`src/hdl/stcbg_pkg.sv`:
```
/*
 * Shared constants for the serial transmit control and baud generator:
 * register offsets, bit positions, reset values, prescale and frame sizes,
 * bus responses and the transmit sequencer states.
 * Assumes a 32-bit AXI4-Lite register bus with 5-bit byte addresses.
 */
package stcbg_pkg;

	localparam int ADDR_W = 5;

	// register byte offsets
	localparam logic [4:0] OFS_CTRL    = 5'h00;
	localparam logic [4:0] OFS_DATA    = 5'h04;
	localparam logic [4:0] OFS_DIVLO   = 5'h08;
	localparam logic [4:0] OFS_DIVHI   = 5'h0C;
	localparam logic [4:0] OFS_BAUDCTL = 5'h10;
	localparam logic [4:0] OFS_RXEN    = 5'h14;

	// transmit_status_control bits
	localparam int BIT_CLOCK_SOURCE_SELECT = 7;
	localparam int BIT_TX9  = 6;
	localparam int BIT_TRANSMIT_ENABLE_BIT = 5;
	localparam int BIT_SYNC = 4;
	localparam int BIT_BRK  = 3;
	localparam int BIT_HIGH_SPEED_DIVISOR_SELECT = 2;
	localparam int BIT_SHIFT_REGISTER_EMPTY = 1;
	localparam int BIT_NINTH_TRANSMIT_BIT = 0;

	localparam int BIT_WIDE = 3;
	localparam int BIT_SINGLE_RECEIVE_ENABLE = 0;
	localparam int BIT_CONTINUOUS_RECEIVE_ENABLE = 1;

	localparam logic [7:0] CTRL_RESET = 8'h02;
	localparam logic [7:0] CTRL_WMASK = 8'hFD;

	// baud ticks per half bit
	localparam logic [5:0] HALF_LOW  = 6'h20;
	localparam logic [5:0] HALF_MID  = 6'h08;
	localparam logic [5:0] HALF_FAST = 6'h02;

	// frame lengths in bits; asynchronous ones include start and stop, synchronous ones have neither
	localparam logic [3:0] BITS_ASYNC8 = 4'hA;
	localparam logic [3:0] BITS_ASYNC9 = 4'hB;
	localparam logic [3:0] BITS_BREAK  = 4'hE;
	localparam logic [3:0] BITS_SYNC8  = 4'h8;
	localparam logic [3:0] BITS_SYNC9  = 4'h9;

	localparam logic [1:0] RESP_OKAY   = 2'h0;
	localparam logic [1:0] RESP_SLVERR = 2'h2;

	typedef enum logic [2:0] {
		ST_IDLE,
		ST_ASYNC,
		ST_SMLOW,
		ST_SMHIGH,
		ST_SLAVE
	} stcbg_state_e;

	function automatic logic isMapped(input logic [4:0] addr);
		isMapped = (addr == OFS_CTRL) || (addr == OFS_DATA) || (addr == OFS_DIVLO) ||
			(addr == OFS_DIVHI) || (addr == OFS_BAUDCTL) || (addr == OFS_RXEN);
	endfunction : isMapped

endpackage : stcbg_pkg

```
`src/hdl/stcbg_baud_gen.sv`:
```
/*
 * Free-running baud timer: one tick every divisor+1 clock cycles,
 * 8-bit or 16-bit wide, cleared by a divisor write.
 * Assumes clear and the divisor come from logic on the same clock.
 */
`timescale 1ns/100ps
module stcbg_baud_gen (
	input  wire logic        clk,
	input  wire logic        rstN,
	input  wire logic [15:0] divisor,
	input  wire logic        wide,
	input  wire logic        clear,
	output logic             tick
);

	logic [15:0] cnt_q;
	logic [15:0] limit;
	logic        tick_q;
	logic [16:0] gap_q;
	logic        clean_q;
	logic [15:0] limPrev_q;

	assign limit = wide ? divisor : {8'h00, divisor[7:0]};
	assign tick  = tick_q;

	always_ff @(posedge clk or negedge rstN) begin
		if (!rstN) begin
			cnt_q  <= 16'h0000;
			tick_q <= 1'b0;
		end else if (clear) begin
			cnt_q  <= 16'h0000;
			tick_q <= 1'b0;
		end else if (cnt_q >= limit) begin
			// >= so a shrinking limit never lets the count run through 0xFFFF
			cnt_q  <= 16'h0000;
			tick_q <= 1'b1;
		end else begin
			cnt_q  <= cnt_q + 16'h0001;
			tick_q <= 1'b0;
		end
	end

	// helper: cycles between ticks while nothing disturbs the timer
	always_ff @(posedge clk or negedge rstN) begin
		if (!rstN) begin
			gap_q     <= 17'h00000;
			clean_q   <= 1'b0;
			limPrev_q <= 16'h0000;
		end else begin
			limPrev_q <= limit;
			gap_q     <= tick_q ? 17'h00001 : gap_q + 17'h00001;
			if (clear || (limit != limPrev_q))
				clean_q <= 1'b0;
			else if (tick_q)
				clean_q <= 1'b1;
		end
	end

	AST_BRG_CLEAR: assert property (@(posedge clk) disable iff (!rstN)
		clear |=> ((cnt_q == 16'h0000) && !tick_q) ##1
		(tick_q == (!$past(clear) && ($past(limit) == 16'h0000))))
		else $error("baud timer not cleared by divisor write");

	AST_BRG_PERIOD: assert property (@(posedge clk) disable iff (!rstN)
		(tick_q && clean_q) |-> (gap_q == ({1'b0, limit} + 17'h00001)))
		else $error("baud tick period differs from divisor plus one");

	AST_BRG_NARROW: assert property (@(posedge clk) disable iff (!rstN)
		(!wide && !$past(wide)) |-> (cnt_q[15:8] == 8'h00))
		else $error("8-bit baud timer counted past 8 bits");

endmodule : stcbg_baud_gen

```
`src/hdl/stcbg_top.sv`:
```
/*
 * Serial transmit control register, transmit sequencer and baud rate
 * generator with an AXI4-Lite register slave.
 * Assumes one 40 MHz clock; the serial clock pin input is asynchronous
 * and is synchronised here; the pad logic resolves the enables.
 */
`timescale 1ns/100ps
module stcbg_top (
	input  wire logic        clk,
	input  wire logic        nrst,
	input  wire logic        awvalid,
	output logic             awready,
	input  wire logic [4:0]  awaddr,
	input  wire logic        wvalid,
	output logic             wready,
	input  wire logic [31:0] wdata,
	input  wire logic [3:0]  wstrb,
	output logic             bvalid,
	input  wire logic        bready,
	output logic [1:0]       bresp,
	input  wire logic        arvalid,
	output logic             arready,
	input  wire logic [4:0]  araddr,
	output logic             rvalid,
	input  wire logic        rready,
	output logic [31:0]      rdata,
	output logic [1:0]       rresp,
	input  wire logic        ckIn,
	output logic             ckOut,
	output logic             ckOe,
	output logic             dtOut,
	output logic             dtOe
);

	logic                      rstSync_q;
	logic                      rstN;
	logic [7:0]                ctrl_q;
	logic [7:0]                divLo_q;
	logic [7:0]                divHi_q;
	logic                      wide_q;
	logic                      single_receive_enable_q;
	logic                      continuous_receive_enable_q;
	logic                      shift_register_empty_q;
	logic                      awPend_q;
	logic [4:0]                awAddr_q;
	logic                      wPend_q;
	logic [7:0]                wData_q;
	logic                      wLane0_q;
	logic                      doWrite;
	logic                      wrEn;
	logic                      divWrite;
	logic                      dataWrite;
	logic                      ctrlWrite;
	logic                      syncMode;
	logic                      master;
	logic                      txActive;
	logic                      brgTick;
	logic [5:0]                halfDiv;
	logic [5:0]                presc_q;
	logic                      phase_q;
	logic                      halfEn;
	logic                      bitEn;
	logic                      ckS1_q;
	logic                      ckS2_q;
	logic                      ckS3_q;
	logic                      ckFall;
	logic                      loadGo;
	logic [13:0]               frame;
	logic [3:0]                frameBits;
	logic [13:0]               shift_q;
	logic [3:0]                bits_q;
	logic                      brkFrame_q;
	logic                      lastBit;
	logic                      brkDone;
	stcbg_pkg::stcbg_state_e   state_q;

	// reset release through two flops; assertion stays asynchronous
	always_ff @(posedge clk or negedge nrst) begin
		if (!nrst) begin
			rstSync_q <= 1'b0;
			rstN      <= 1'b0;
		end else begin
			rstSync_q <= 1'b1;
			rstN      <= rstSync_q;
		end
	end

	assign syncMode = ctrl_q[stcbg_pkg::BIT_SYNC];
	assign master   = ctrl_q[stcbg_pkg::BIT_CLOCK_SOURCE_SELECT];
	// in synchronous mode only: single receive counts only as master, continuous receive always wins
	assign txActive = ctrl_q[stcbg_pkg::BIT_TRANSMIT_ENABLE_BIT] &&
		!(syncMode && (continuous_receive_enable_q || (single_receive_enable_q && master)));

	// ---------------- AXI4-Lite write path ----------------
	assign doWrite   = awPend_q && wPend_q && !bvalid;
	assign wrEn      = doWrite && wLane0_q;
	assign divWrite  = wrEn && ((awAddr_q == stcbg_pkg::OFS_DIVLO) ||
		(awAddr_q == stcbg_pkg::OFS_DIVHI));
	assign dataWrite = wrEn && (awAddr_q == stcbg_pkg::OFS_DATA);
	assign ctrlWrite = wrEn && (awAddr_q == stcbg_pkg::OFS_CTRL);

	always_ff @(posedge clk or negedge rstN) begin
		if (!rstN) begin
			awPend_q <= 1'b0;
			awAddr_q <= 5'h00;
			awready  <= 1'b0;
		end else if (awvalid && awready) begin
			awPend_q <= 1'b1;
			awAddr_q <= awaddr;
			awready  <= 1'b0;
		end else begin
			if (doWrite)
				awPend_q <= 1'b0;
			awready <= !awPend_q || doWrite;
		end
	end

	always_ff @(posedge clk or negedge rstN) begin
		if (!rstN) begin
			wPend_q  <= 1'b0;
			wData_q  <= 8'h00;
			wLane0_q <= 1'b0;
			wready   <= 1'b0;
		end else if (wvalid && wready) begin
			wPend_q  <= 1'b1;
			wData_q  <= wdata[7:0];
			wLane0_q <= wstrb[0];
			wready   <= 1'b0;
		end else begin
			if (doWrite)
				wPend_q <= 1'b0;
			wready <= !wPend_q || doWrite;
		end
	end

	always_ff @(posedge clk or negedge rstN) begin
		if (!rstN) begin
			bvalid <= 1'b0;
			bresp  <= stcbg_pkg::RESP_OKAY;
		end else if (doWrite) begin
			bvalid <= 1'b1;
			bresp  <= stcbg_pkg::isMapped(awAddr_q) ? stcbg_pkg::RESP_OKAY :
				stcbg_pkg::RESP_SLVERR;
		end else if (bready) begin
			bvalid <= 1'b0;
		end
	end

	// ---------------- register file ----------------
	always_ff @(posedge clk or negedge rstN) begin
		if (!rstN) begin
			ctrl_q <= stcbg_pkg::CTRL_RESET & stcbg_pkg::CTRL_WMASK;
		end else begin
			if (brkDone)
				ctrl_q[stcbg_pkg::BIT_BRK] <= 1'b0;
			// a software write lands after the clear, so a new break request wins
			if (ctrlWrite)
				ctrl_q <= wData_q & stcbg_pkg::CTRL_WMASK;
		end
	end

	always_ff @(posedge clk or negedge rstN) begin
		if (!rstN) begin
			divLo_q <= 8'h00;
			divHi_q <= 8'h00;
			wide_q  <= 1'b0;
			single_receive_enable_q  <= 1'b0;
			continuous_receive_enable_q  <= 1'b0;
		end else if (wrEn) begin
			case (awAddr_q)
				stcbg_pkg::OFS_DIVLO: divLo_q <= wData_q;
				stcbg_pkg::OFS_DIVHI: divHi_q <= wData_q;
				stcbg_pkg::OFS_BAUDCTL: wide_q <= wData_q[stcbg_pkg::BIT_WIDE];
				stcbg_pkg::OFS_RXEN: begin
					single_receive_enable_q <= wData_q[stcbg_pkg::BIT_SINGLE_RECEIVE_ENABLE];
					continuous_receive_enable_q <= wData_q[stcbg_pkg::BIT_CONTINUOUS_RECEIVE_ENABLE];
				end
				default: ;
			endcase
		end
	end

	// ---------------- AXI4-Lite read path ----------------
	always_ff @(posedge clk or negedge rstN) begin
		if (!rstN) begin
			arready <= 1'b0;
			rvalid  <= 1'b0;
			rdata   <= 32'h00000000;
			rresp   <= stcbg_pkg::RESP_OKAY;
		end else if (arvalid && arready) begin
			arready <= 1'b0;
			rvalid  <= 1'b1;
			rresp   <= stcbg_pkg::isMapped(araddr) ? stcbg_pkg::RESP_OKAY :
				stcbg_pkg::RESP_SLVERR;
			rdata   <= 32'h00000000;
			case (araddr)
				stcbg_pkg::OFS_CTRL: begin
					rdata[7:0]                <= ctrl_q;
					rdata[stcbg_pkg::BIT_SHIFT_REGISTER_EMPTY] <= shift_register_empty_q;
				end
				stcbg_pkg::OFS_DIVLO: rdata[7:0] <= divLo_q;
				stcbg_pkg::OFS_DIVHI: rdata[7:0] <= divHi_q;
				stcbg_pkg::OFS_BAUDCTL: rdata[stcbg_pkg::BIT_WIDE] <= wide_q;
				stcbg_pkg::OFS_RXEN: begin
					rdata[stcbg_pkg::BIT_SINGLE_RECEIVE_ENABLE] <= single_receive_enable_q;
					rdata[stcbg_pkg::BIT_CONTINUOUS_RECEIVE_ENABLE] <= continuous_receive_enable_q;
				end
				default: ;
			endcase
		end else if (rvalid && rready) begin
			rvalid  <= 1'b0;
			arready <= 1'b1;
		end else if (!rvalid) begin
			arready <= 1'b1;
		end
	end

	// ---------------- baud generation ----------------
	stcbg_baud_gen uBaud (
		.clk     (clk),
		.rstN    (rstN),
		.divisor ({divHi_q, divLo_q}),
		.wide    (wide_q),
		.clear   (divWrite),
		.tick    (brgTick)
	);

	// speed select only matters asynchronously; both fast options together give 4
	always_comb begin
		if (syncMode)
			halfDiv = stcbg_pkg::HALF_FAST;
		else if (ctrl_q[stcbg_pkg::BIT_HIGH_SPEED_DIVISOR_SELECT] && wide_q)
			halfDiv = stcbg_pkg::HALF_FAST;
		else if (ctrl_q[stcbg_pkg::BIT_HIGH_SPEED_DIVISOR_SELECT] || wide_q)
			halfDiv = stcbg_pkg::HALF_MID;
		else
			halfDiv = stcbg_pkg::HALF_LOW;
	end

	assign halfEn = brgTick && (presc_q == (halfDiv - 6'h01));
	assign bitEn  = halfEn && phase_q;

	// prescaler restarts with each frame so the first bit is full length
	always_ff @(posedge clk or negedge rstN) begin
		if (!rstN) begin
			presc_q <= 6'h00;
			phase_q <= 1'b0;
		end else if (divWrite || loadGo) begin
			presc_q <= 6'h00;
			phase_q <= 1'b0;
		end else if (halfEn) begin
			presc_q <= 6'h00;
			phase_q <= !phase_q;
		end else if (brgTick) begin
			presc_q <= presc_q + 6'h01;
		end
	end

	// slave clock pin: two flops before the edge detector reads it
	always_ff @(posedge clk or negedge rstN) begin
		if (!rstN) begin
			ckS1_q <= 1'b0;
			ckS2_q <= 1'b0;
			ckS3_q <= 1'b0;
		end else begin
			ckS1_q <= ckIn;
			ckS2_q <= ckS1_q;
			ckS3_q <= ckS2_q;
		end
	end
	assign ckFall = ckS3_q && !ckS2_q;

	// ---------------- transmit sequencer ----------------
	assign loadGo = dataWrite && (state_q == stcbg_pkg::ST_IDLE) && txActive;

	always_comb begin
		if (syncMode) begin
			frameBits = ctrl_q[stcbg_pkg::BIT_TX9] ? stcbg_pkg::BITS_SYNC9 :
				stcbg_pkg::BITS_SYNC8;
			frame     = {5'h00, ctrl_q[stcbg_pkg::BIT_NINTH_TRANSMIT_BIT], wData_q};
		end else if (ctrl_q[stcbg_pkg::BIT_BRK]) begin
			frameBits = stcbg_pkg::BITS_BREAK;
			frame     = {1'b1, 13'h0000};
		end else if (ctrl_q[stcbg_pkg::BIT_TX9]) begin
			frameBits = stcbg_pkg::BITS_ASYNC9;
			frame     = {3'h0, 1'b1, ctrl_q[stcbg_pkg::BIT_NINTH_TRANSMIT_BIT], wData_q, 1'b0};
		end else begin
			frameBits = stcbg_pkg::BITS_ASYNC8;
			frame     = {4'h0, 1'b1, wData_q, 1'b0};
		end
	end

	assign lastBit = (bits_q == 4'h1);
	assign brkDone = (state_q == stcbg_pkg::ST_ASYNC) && bitEn && lastBit && brkFrame_q;

	always_ff @(posedge clk or negedge rstN) begin
		if (!rstN) begin
			state_q    <= stcbg_pkg::ST_IDLE;
			shift_q    <= 14'h0000;
			bits_q     <= 4'h0;
			brkFrame_q <= 1'b0;
			shift_register_empty_q     <= 1'b1;
			dtOut      <= 1'b1;
			ckOut      <= 1'b0;
		end else if (!txActive) begin
			state_q <= stcbg_pkg::ST_IDLE;
			shift_register_empty_q  <= 1'b1;
			dtOut   <= !syncMode;
			ckOut   <= 1'b0;
		end else begin
			case (state_q)
				stcbg_pkg::ST_IDLE: begin
					dtOut <= !syncMode;
					ckOut <= 1'b0;
					if (loadGo) begin
						shift_register_empty_q     <= 1'b0;
						dtOut      <= frame[0];
						shift_q    <= frame >> 1;
						bits_q     <= frameBits;
						brkFrame_q <= !syncMode && ctrl_q[stcbg_pkg::BIT_BRK];
						if (!syncMode)
							state_q <= stcbg_pkg::ST_ASYNC;
						else if (master)
							state_q <= stcbg_pkg::ST_SMLOW;
						else
							state_q <= stcbg_pkg::ST_SLAVE;
					end
				end
				stcbg_pkg::ST_ASYNC: begin
					if (bitEn) begin
						if (lastBit) begin
							state_q <= stcbg_pkg::ST_IDLE;
							shift_register_empty_q  <= 1'b1;
							dtOut   <= 1'b1;
						end else begin
							dtOut   <= shift_q[0];
							shift_q <= shift_q >> 1;
							bits_q  <= bits_q - 4'h1;
						end
					end
				end
				stcbg_pkg::ST_SMLOW: begin
					if (halfEn) begin
						ckOut   <= 1'b1;
						state_q <= stcbg_pkg::ST_SMHIGH;
					end
				end
				stcbg_pkg::ST_SMHIGH: begin
					if (halfEn) begin
						ckOut <= 1'b0;
						if (lastBit) begin
							state_q <= stcbg_pkg::ST_IDLE;
							shift_register_empty_q  <= 1'b1;
						end else begin
							dtOut   <= shift_q[0];
							shift_q <= shift_q >> 1;
							bits_q  <= bits_q - 4'h1;
							state_q <= stcbg_pkg::ST_SMLOW;
						end
					end
				end
				stcbg_pkg::ST_SLAVE: begin
					// data moves on the far end's falling clock edge
					if (ckFall) begin
						if (lastBit) begin
							state_q <= stcbg_pkg::ST_IDLE;
							shift_register_empty_q  <= 1'b1;
						end else begin
							dtOut   <= shift_q[0];
							shift_q <= shift_q >> 1;
							bits_q  <= bits_q - 4'h1;
						end
					end
				end
				default: state_q <= stcbg_pkg::ST_IDLE;
			endcase
		end
	end

	always_ff @(posedge clk or negedge rstN) begin
		if (!rstN) begin
			dtOe <= 1'b0;
			ckOe <= 1'b0;
		end else begin
			dtOe <= txActive;
			ckOe <= txActive && syncMode && master;
		end
	end

	AST_TX_DISABLED: assert property (@(posedge clk) disable iff (!rstN)
		!ctrl_q[stcbg_pkg::BIT_TRANSMIT_ENABLE_BIT] |=> (state_q == stcbg_pkg::ST_IDLE) && shift_register_empty_q && !dtOe)
		else $error("transmitter active while disabled");

	AST_RX_OVERRIDE: assert property (@(posedge clk) disable iff (!rstN)
		(syncMode && (continuous_receive_enable_q || (single_receive_enable_q && master))) |=> !dtOe ##0
		(state_q == stcbg_pkg::ST_IDLE))
		else $error("receive enable did not override transmit");

	AST_SLAVE_SINGLE_RECEIVE_ENABLE: assert property (@(posedge clk) disable iff (!rstN)
		(syncMode && !master && single_receive_enable_q && !continuous_receive_enable_q && ctrl_q[stcbg_pkg::BIT_TRANSMIT_ENABLE_BIT]) |=> dtOe)
		else $error("single receive blocked transmit in slave mode");

	AST_CLOCK_SOURCE: assert property (@(posedge clk) disable iff (!rstN)
		(syncMode && txActive) |=> (ckOe == $past(master)))
		else $error("serial clock drive does not follow clock source select");

	AST_EMPTY_FLAG: assert property (@(posedge clk) disable iff (!rstN)
		loadGo |=> !shift_register_empty_q ##0 (state_q != stcbg_pkg::ST_IDLE))
		else $error("shift register status not full after load");

	AST_NINE_BIT: assert property (@(posedge clk) disable iff (!rstN)
		(loadGo && !syncMode && ctrl_q[stcbg_pkg::BIT_TX9] && !ctrl_q[stcbg_pkg::BIT_BRK])
		|=> (bits_q == stcbg_pkg::BITS_ASYNC9) &&
		(shift_q[8] == $past(ctrl_q[stcbg_pkg::BIT_NINTH_TRANSMIT_BIT])) && !dtOut)
		else $error("9-bit frame not loaded with ninth bit");

	AST_BREAK_CLEAR: assert property (@(posedge clk) disable iff (!rstN)
		$fell(ctrl_q[stcbg_pkg::BIT_BRK]) |-> $past(brkDone) || $past(ctrlWrite))
		else $error("break request cleared without break completion");

	AST_ASYNC_MODE: assert property (@(posedge clk) disable iff (!rstN)
		(state_q == stcbg_pkg::ST_ASYNC) |-> !$past(syncMode))
		else $error("asynchronous frame running in synchronous mode");

endmodule : stcbg_top

```
`config.mk`:
```
export PLATFORM = sky130hd
export DESIGN_NAME = stcbg_top
export DESIGN_NICKNAME = d
export VERILOG_FILES = /design/src/hdl/stcbg_pkg.sv /design/src/hdl/stcbg_baud_gen.sv /design/src/hdl/stcbg_top.sv
export SDC_FILE = /design/constraint.sdc
export NUM_CORES = 1
export LEC_CHECK = 0
export ABC_AREA = 1
export BUFFER_PORTS_ARGS = -buffer_cell sky130_fd_sc_hd__buf_2
export CAP_MARGIN = 10
export CORE_UTILIZATION = 60
export DETAILED_ROUTE_END_ITERATION = 16
export HOLD_SLACK_MARGIN = 0.03
export PLACE_DENSITY = 0.93
export RECOVER_POWER = 50
export SLEW_MARGIN = 20
export SYNTH_ARGS = -nofsm -noshare
export SYNTH_HDL_FRONTEND = slang
export SYNTH_SLANG_ARGS = --single-unit
```
`constraint.sdc`:
```
create_clock -name clk -period 6.45 [get_ports clk]
set_clock_uncertainty 0.15 [all_clocks]
set_input_delay 1.29 -clock clk [delete_from_list [all_inputs] [get_ports clk]]
set_output_delay 1.29 -clock clk [all_outputs]
set_load 0.005 [all_outputs]
```
==> results of run 1 <==
==> synthesized netlist by cell type, types with 3 or more instances <==
cell	count
a21oi_1	41
buf_2	4
buf_4	28
clkbuf_1	10
dfrtp_1	110
ha_1	23
inv_1	80
inv_2	6
mux2_2	3
nand2_1	207
nand2_2	6
nand3_1	40
nand4_1	28
nor2_1	66
nor2_2	7
nor3_1	19
nor4_1	3
o21ai_0	63
xnor2_1	3
xor2_1	10
==> sequential cells by signal, indices dropped and copies added, names as in the netlist, 3 cells and up <==
register	flops
divHi_q	8
uBaud.cnt_q	16
wData_q	8
ctrl_q	7
divLo_q	8
presc_q	6
rdata	8
awAddr_q	5
bits_q	4
shift_q	13
state_q	3
==> cell type report <==
class,instances,area share
clock buffers,10,0.0192
clock inverters,6,0.0113
inverters,88,0.0501
multi-input cells,574,0.437
flip-flops and latches,112,0.423
well taps,133,0.0251
repair buffers,46,0.0349
==> layer usage <==
| metal | wire, um | vias up |
|---|---|---|
| met3 | 906 | 37 |
| met1 | 5870 | 2537 |
| met4 | 334 | 0 |
| met2 | 6360 | 210 |
| li1 | - | 2608 |
| met5 | 0 | - |
==> logic make-up after synthesis <==
group	count (synthesis)	share of synthesized area
mux	4	0.00700
xor+xnor	13	0.0182
other cells	2	0.00120
compound gates	120	0.105
fa+ha+maj	23	0.0460
flops	112	0.449
simple gates	387	0.274
buf+inv	133	0.100
==> worst max-delay path, delay by kind of cell (launching register included) <==
| family | cells | cell delay (ns) |
|---|---|---|
| compound gates | 1 | 0.76 |
| buf+inv | 1 | 0.41 |
| simple gates | 6 | 1.15 |
| flops | 1 | 0.85 |
==> final timing paths <==
path,start,cells past startpoint,slack [ns],to
setup / recovery,ctrl_q[4],8,3.08,shift_q[3]
min in group asynchronous,nrst,1,0.52,rstN
setup reg to reg,ctrl_q[4],8,3.08,shift_q[3]
hold reg to reg,rstSync_q,0,0.21,rstN
max in group asynchronous,rstN,1,3.74,divHi_q[6]
hold / removal,rstSync_q,0,0.21,rstN
==> power by group through the flow <==
stage,logic (mW),registers (mW),clock network (mW)
finish,0.825,1.05,0.439
global route,0.944,1.07,0.467
CTS,0.823,1.05,0.444
detailed placement,0.815,1.06,0
global placement,0.775,1.05,0
floorplan,0.653,1.01,0
==> through the flow <==
step	cell area [um^2]	std cells
4_1_cts	6660	969
6_report	6640	969
2_1_floorplan	6350	819
5_1_grt	6640	969
3_3_place_gp	6450	953
3_5_place_dp	6450	953
==> flow_summary.toml, run 1 <==
[routing]
antenna_left = 0
dr.pass1.iters = 5
post-route-drc-count = 0
vias_per_cell = 5.56
drt-initial-drc-count = 454
dr_total_vias = 5392
wl_um = 13500
wl_per_cell_um = 13.9

[flow_run]
drv_cap = 1

[outcome]
violations = "capacitance limit, slew limit"
outcome = "finished, violations left"

[worst_setup_path]
arrival_ns = 3.55
endpoint_kind = "register"
crit_path_max_fanout = 18
startpoint_type = "register"
critPathKind = "register to register"
crit_path_max_incr_delay_ns = 0.85
cp.required_ns = 6.63
worstPathCellList = "nand2_1 -> o21ai_0 -> inv_1 -> nand2_1 -> nand2_2 -> nand3_4 -> nand2_1 -> nand2_1"
slowest_stage = "dfrtp_1"
crit_top_cell = "nand2_1"

[floorplanning]
coreArea_um2 = 9950
dieArea_um2 = 10800
num_rows = 36
io_pins = 99
die_y_um = 104
start_util = 0.628
die_x_um = 104

[timing]
holdWs_ns = 0.209
tns_ns = 0
finalWorstSetupSlack_ns = 3.08
rsz0062_at_grt = "false"
drv_slew = 55
fmax_ghz = 0.296
slew_headroom = -0.399
hold_viol_final = 0
post-route-period-util = 0.523
worst_pin_slew_ns = 2.10
setup-violations-final = 0
finalCriticalPeriod_ns = 3.37

[yosys]
synth_edf_count = 0
ys_ff_latch = 112
syn_area_um2 = 6250
synth_cell_type_count = 46
ys.warnings.count = 0
postSynth.asyncResetShare = 1.00
syn_inst = 794
synth_top_area_frac = 0.440
syn_area_per_cell_um2 = 7.87
synth.area.top_cells = "dfrtp_1 44%, nand2_1 12%, o21ai_0 5.0%"
synth_top_flop_cell = "dfrtp_1"
yosysSeqAreaShare = 0.449
yosys.area.top_type = "dfrtp_1"

[power_and_ir_drop]
p_sw_frac = 0.413
power.total_mw = 2.31
comb_power_share = 0.357
peakVddDrop_v = 0.000231
pwr-share-seq = 0.453
cellLeakagePower_nw = 3.42
switching_power_uw = 955
power_frac_clock = 0.190
p_int_mw = 1.36
power_density_nw_per_um2 = 348

[clock_network]
numCtsBuffers = 9
htreeDepth = 3
ctsResizeCount = 0
cts_buffer_depth = 2
cts_setup_buffers = 0
cts_root_buffer = "clkbuf_8"
hold_buffers = 0
clock_latency_ns = 0.38
path_clk_slew_ns = 0.11
cts_tree = "built"
clkSinkCount = 112

[placement]
portBuffers = 45
gp_congestion = 0.864
pre_cts_slack_ns = 3.40
post-dp-hpwl_um = 9720

[layout]
final_common_cell = "nand2_1"
area_growth_pct = 6.16
antennaDiodeCount = 0
post-route-util = 0.667
fillCellCount = 800
layout_common_cells = "207 x nand2_1, 110 x dfrtp_1, 81 x inv_1"
drive_gt1_frac = 0.112
multiInputGateArea_um2 = 2900
seqCellArea_um2 = 2810
nNetsFinal = 908

[global_routing]
grt_pass1_vias = 5015
busiest_layer = "met2"
grt_start_max_net_pins = 58
grt_remaining_overflow = 0
grt_util_all_layers = 0.262
grt_use_met3 = 0.0533
grt_use_met1 = 0.355
grt_pass1_wl_um = 22700
antenna_found_initial = 0
grtUsageMet2 = 0.416

[min_path]
holdCritPathClass = "register to register"
Power figures use the tool's default switching activity.
==> run 2, diff against run 1 <==
Settings changed: ABC_AREA 1 to 0, CORE_UTILIZATION 60 to 57, PLACE_DENSITY 0.93 to 0.9.
Clock period 6.45 ns to 3.2 ns, I/O delays scaled along.
==> flow_summary.toml, run 2 <==
[layout]
drive_gt1_frac = 0.193
layout_common_cells = "110 x dfrtp_1, 59 x nand2_1, 50 x nor2_1"
antennaDiodeCount = 0
final_common_cell = "dfrtp_1"
final_cells = 760
top_regs = "uBaud.cnt_q x16, shift_q x13"
nNetsFinal = 699
largest_register_ffs = 16
top_register = "uBaud.cnt_q"
area_growth_pct = 7.51

[power_and_ir_drop]
peakVddDrop_v = 0.000517
power_density_nw_per_um2 = 701
cellLeakagePower_nw = 3.13
power.total_mw = 4.45

[timing]
rsz0062_at_grt = "false"
tns_ns = 0
slew_headroom = -0.126
fmax_ghz = 0.341
setup-violations-final = 0
worst_pin_slew_ns = 1.69
drv_slew = 46
hold_viol_final = 0
finalCriticalPeriod_ns = 2.93
post-route-period-util = 0.916

[worst_setup_path]
startpoint_type = "register"
crit_path_max_fanout = 16
worstPathCellList = "inv_1 -> nand2_1 -> ha_1 -> xor2_1 -> o2111ai_1 -> o2bb2ai_1 -> a21oi_2 -> and2_1 -> buf_4 -> mux2_2"
critPathKind = "register to register"
endpoint_kind = "register"
cp_top_family = "compound AO/OA/AOI/OAI gates"
crit_path_max_incr_delay_ns = 0.53
cp.required_ns = 3.33
path_buf_inv = 2
slowest_stage = "dfrtp_1"
arrival_ns = 3.06

[yosys]
yosys.area_share.simple = 0.141
synth_compound_area_frac = 0.134
synth.most_common_cell = "dfrtp_1"
syn_inst = 576
synth_top_family_by_area = "simple AND/OR/NAND/NOR gates"
synth_top_area_frac = 0.467
synth_cell_type_count = 58
netlist_top_cells_count = "110 x dfrtp_1, 59 x nand2_1, 50 x nor2_1, 37 x mux2_2, 29 x o21ai_0"
synth_edf_count = 0
postSynth.asyncResetShare = 1.00
syn_area_um2 = 5900
synth.area.top_cells = "dfrtp_1 47%, mux2_2 7.1%, ha_1 4.9%"
syn_area_per_cell_um2 = 10.2
yosysSeqAreaShare = 0.476
synth_top_flop_cell = "dfrtp_1"
synth-xor-area-share = 0.0327
synth_fa_ha_area_frac = 0.0488
synth_mux_area_frac = 0.0986
ys.warnings.count = 0
ys_ff_latch = 112
yosys.area.top_type = "dfrtp_1"

[clock_network]
cts_buffer_depth = 2
clkSinkCount = 112
ctsResizeCount = 0
path_clk_slew_ns = 0.11
htreeDepth = 3
clock_latency_ns = 0.39
cts_root_buffer = "clkbuf_8"
cts_tree = "built"
numCtsBuffers = 9

[routing]
wl_um = 12800
antenna_left = 0
vias_per_cell = 5.89
wl_per_cell_um = 16.8
dr_total_vias = 4474
dr.pass1.iters = 4
post-route-drc-count = 0
drt-initial-drc-count = 311

[floorplanning]
io_pins = 99
num_rows = 36
dieArea_um2 = 10800
die_x_um = 104
coreArea_um2 = 9910
die_y_um = 104
start_util = 0.595

[placement]
portBuffers = 45
post-dp-hpwl_um = 9400
gp_congestion = 0.888
dp_cells = 743

[global_routing]
grt_pass1_wl_um = 21600
antenna_found_initial = 0
grt_util_all_layers = 0.255
grt_remaining_overflow = 0
grt_start_max_net_pins = 47
grt_pass1_vias = 4416

[outcome]
violations = "capacitance limit, slew limit"
outcome = "finished, violations left"

[flow_run]
drv_cap = 1

[min_path]
holdCritPathClass = "register to register"
[run 2: changes by cell type after synthesis, moves of 15 or more]
cell	delta
mux2_2	+34
nand3_1	-28
inv_1	-53
a21oi_1	-15
o21ai_0	-34
nand2_1	-148
nor2_1	-16
nand4_1	-20
nor3_1	-16
[run 2: path summary, 6_finish.rpt]
path	start	end	slack [ns]	depth (start not counted)
min reg2reg	ckS1_q	ckS2_q	0.20	0
min in group asynchronous	nrst	rstN	0.40	2
max reg2reg	ctrl_q[4]	shift_q[4]	0.27	10
max in group asynchronous	rstN	uBaud.cnt_q[3]	0.57	1
min	ckS1_q	ckS2_q	0.20	0
max	ctrl_q[4]	shift_q[4]	0.27	10
[run 2: logic make-up after synthesis]
| kind of cell | after synthesis |
|---|---|
| and+or+nand+nor | 174 |
| AOI/OAI and AO/OA | 120 |
| DFF | 112 |
| buffers and inverters | 72 |
| muxes | 51 |
| adders and majority gates | 23 |
| xor gates and xnor gates | 22 |
| other | 2 |
[run 2: per-layer routing]
layer | global-route usage | up-vias | wire, um
li1 | - | 2058 | -
met1 | 0.338 | 2181 | 5370
met3 | 0.0579 | 22 | 912
met2 | 0.414 | 213 | 6270
met4 | 0.0878 | 0 | 200
met5 | 0 | - | 0
[run 2: stage by stage]
step	worst slack, ns	hold WS [ns]	cell area (um^2)	util
after floorplan	0.256	0.181	5990	-
after global placement	0.460	0.187	6170	0.622
after detailed placement	0.313	0.186	6170	0.622
after CTS	0.279	0.197	6360	0.642
after global routing	0.0230	0.185	6340	0.640
final	0.269	0.205	6340	0.640
[run 2: cell type report]
class	count	area, um^2
tap	133	166
inverter	27	101
clock inverter	7	57.6
multi-input combinational	417	2790
clock buffer	9	124
timing repair buffer	55	297
fill	759	3570
sequential	112	2810
[run 2: worst register-to-register path, stage by stage (launching register included)]
cell and delay, ns:
dfrtp_1 0.53, inv_1 0.24, nand2_1 0.09, ha_1 0.30, xor2_1 0.16, o2111ai_1 0.25, o2bb2ai_1 0.21, a21oi_2 0.12
and2_1 0.13, buf_4 0.24, mux2_2 0.38
[run 2: repair_timing]
action,4_1_cts,5_1_grt
setup buffers,0,0
endpoints found under the hold margin,2,0
hold buffers,1,0
[run 2: report_power, final]
group          internal [mW]  switching (mW)
Combinational          0.650           0.711
Sequential              1.82           0.477
Clock                  0.289           0.499
==> run 3, diff against run 2 <==
Settings changed: PLACE_DENSITY 0.9 to 0.89, SYNTH_HIERARCHICAL set to 1.
==> flow_summary.toml, run 3 <==
[timing]
slew_headroom = 0.183
holdWs_ns = 0.177
finalCriticalPeriod_ns = 2.89
fmax_ghz = 0.346
post-route-period-util = 0.903
drv_slew = 0
setup-violations-final = 0
tns_ns = 0
rsz0062_at_grt = "false"
worst_pin_slew_ns = 1.23
hold_viol_final = 0

[yosys]
ys.warnings.count = 6
synth_edf_count = 0
syn_inst = 580
yosys.area.top_type = "dfrtp_1"
syn_area_um2 = 6030
yosysSeqAreaShare = 0.465
synth_top_area_frac = 0.456
synth.area.top_cells = "dfrtp_1 46%, mux2_2 8.4%, ha_1 4.8%"
postSynth.asyncResetShare = 1.00
synth.most_common_cell = "dfrtp_1"
ys_ff_latch = 112
netlist_top_cells_count = "110 x dfrtp_1, 61 x nand2_1, 45 x mux2_2, 43 x nor2_1, 29 x buf_4"
syn_area_per_cell_um2 = 10.4
synth_cell_type_count = 67
synth_top_flop_cell = "dfrtp_1"

[placement]
place_area_um2 = 6330
post-dp-hpwl_um = 9500
gp_congestion = 0.872
dp_cells = 753
portBuffers = 45

[global_routing]
antenna_found_initial = 0
grt_remaining_overflow = 0
grt_pass1_wl_um = 21800
grt_util_all_layers = 0.250
grt_pass1_vias = 4589
grt_start_max_net_pins = 91

[routing]
drt-initial-drc-count = 361
maxUsedRoutingLayer = "met4"
wl_um = 13000
m1WireLength_um = 5640
vias_per_cell = 5.95
dr_wl_met3_um = 760
dr.pass1.iters = 6
antenna_left = 0
wl_per_cell_um = 16.8
post-route-drc-count = 0
dr_total_vias = 4579
route.met2.wl_um = 6240

[worst_setup_path]
worstPathCellList = "inv_1 -> ha_1 -> nand2_1 -> ha_1 -> xnor2_1 -> or4_1 -> o211ai_4 -> o311ai_4 -> mux2_4"
cp.required_ns = 3.32
endpoint_kind = "register"
startpoint_type = "register"
crit_start = "ctrl_q[2]"
slowest_stage = "or4_1"
crit_path_max_fanout = 6
critPathCapture = "state_q[0]"
arrival_ns = 3.01
r2r_cells = 9
crit_top_cell = "ha_1"
critPathKind = "register to register"
ff2ff_setup_slack_ns = 0.31
crit_path_max_incr_delay_ns = 0.65
timing.rr.end = "state_q[0]"
cp_top_family = "simple AND/OR/NAND/NOR gates"
path_buf_inv = 1
r2r_start = "ctrl_q[2]"
cp.depth = 9

[clock_network]
path_clk_slew_ns = 0.10
cts_buffer_depth = 2
cts_root_buffer = "clkbuf_8"
cts_tree = "built"
htreeDepth = 3
cts_setup_buffers = 0
numCtsBuffers = 9
ctsResizeCount = 0
hold_buffers = 1
clock_latency_ns = 0.37
clkSinkCount = 112

[floorplanning]
die_x_um = 105
start_util = 0.587
dieArea_um2 = 11000
io_pins = 99
die_y_um = 105
coreArea_um2 = 10300
num_rows = 37

[layout]
finalInstanceArea_um2 = 6540
final_cells = 770
nNetsFinal = 706
antennaDiodeCount = 0
area_growth_pct = 8.49
top_register = "uBaud/cnt_q"
drive_gt1_frac = 0.227
multiInputGateArea_um2 = 2940
largest_register_ffs = 16
top_regs = "uBaud/cnt_q x16, shift_q x13"
layout_common_cells = "110 x dfrtp_1, 61 x nand2_1, 45 x mux2_2"
fillCellCount = 818
seqCellArea_um2 = 2810
final_common_cell = "dfrtp_1"

[flow_run]
drv_cap = 0

[min_path]
holdCritPathClass = "register to asynchronous set/reset pin"

[power_and_ir_drop]
power_density_nw_per_um2 = 763
peakVddDrop_v = 0.000559
power.total_mw = 4.99
cellLeakagePower_nw = 3.14

[outcome]
outcome = "complete, no violations"
[run 3: cell types whose count changed after synthesis, moves of 8 or more]
cell	before	now
a22o_1	13	2
mux2_2	37	45
nor2_2	1	11
o21ai_0	29	19
[run 3: worst min path at each step]
stage	slack, ns	endpoint	from
3_5_place_dp	0.06	bresp[1]	rstN
2_1_floorplan	0.18	rstN	rstSync_q
3_3_place_gp	0.06	awAddr_q[1]	rstN
6_report	0.18	awPend_q	rstN
5_1_grt	0.20	ckS1_q	ckIn
4_1_cts	0.07	bresp[1]	rstN
[run 3: routing by layer]
metal,up-vias,GRT usage
met5,-,0
met4,0,0.0825
met3,34,0.0487
met2,196,0.409
met1,2249,0.335
li1,2100,-
[run 3: final cells by class]
class | count | area share
multi-input combinational | 424 | 0.450
sequential | 112 | 0.429
timing repair buffer | 56 | 0.0472
tap | 136 | 0.0260
clock buffer | 10 | 0.0195
inverter | 26 | 0.0149
clock inverter | 6 | 0.0140
[run 3: kinds of logic after synthesis]
kind of cell             Yosys count  share of synthesized area
AND/OR/NAND/NOR                  198                      0.166
flip-flops                       112                      0.465
AO/OA/AOI/OAI                     94                      0.113
buffers and inverters             69                     0.0627
multiplexers                      59                      0.111
adder cells (fa/ha/maj)           23                     0.0477
XOR/XNOR                          23                     0.0334
other                              2                    0.00125
[run 3: metrics by stage]
step           utilization  worst slack (ns)
6_report             0.637             0.311
3_3_place_gp         0.616             0.360
5_1_grt              0.637             0.164
3_5_place_dp         0.616             0.317
4_1_cts              0.638             0.304
2_1_floorplan            -             0.520
[run 3: power by group]
group	switching [mW]	internal (mW)	leakage (nW)
clock	0.474	0.446	0.111
sequential	0.460	1.82	1.44
combinational	1.03	0.764	1.58
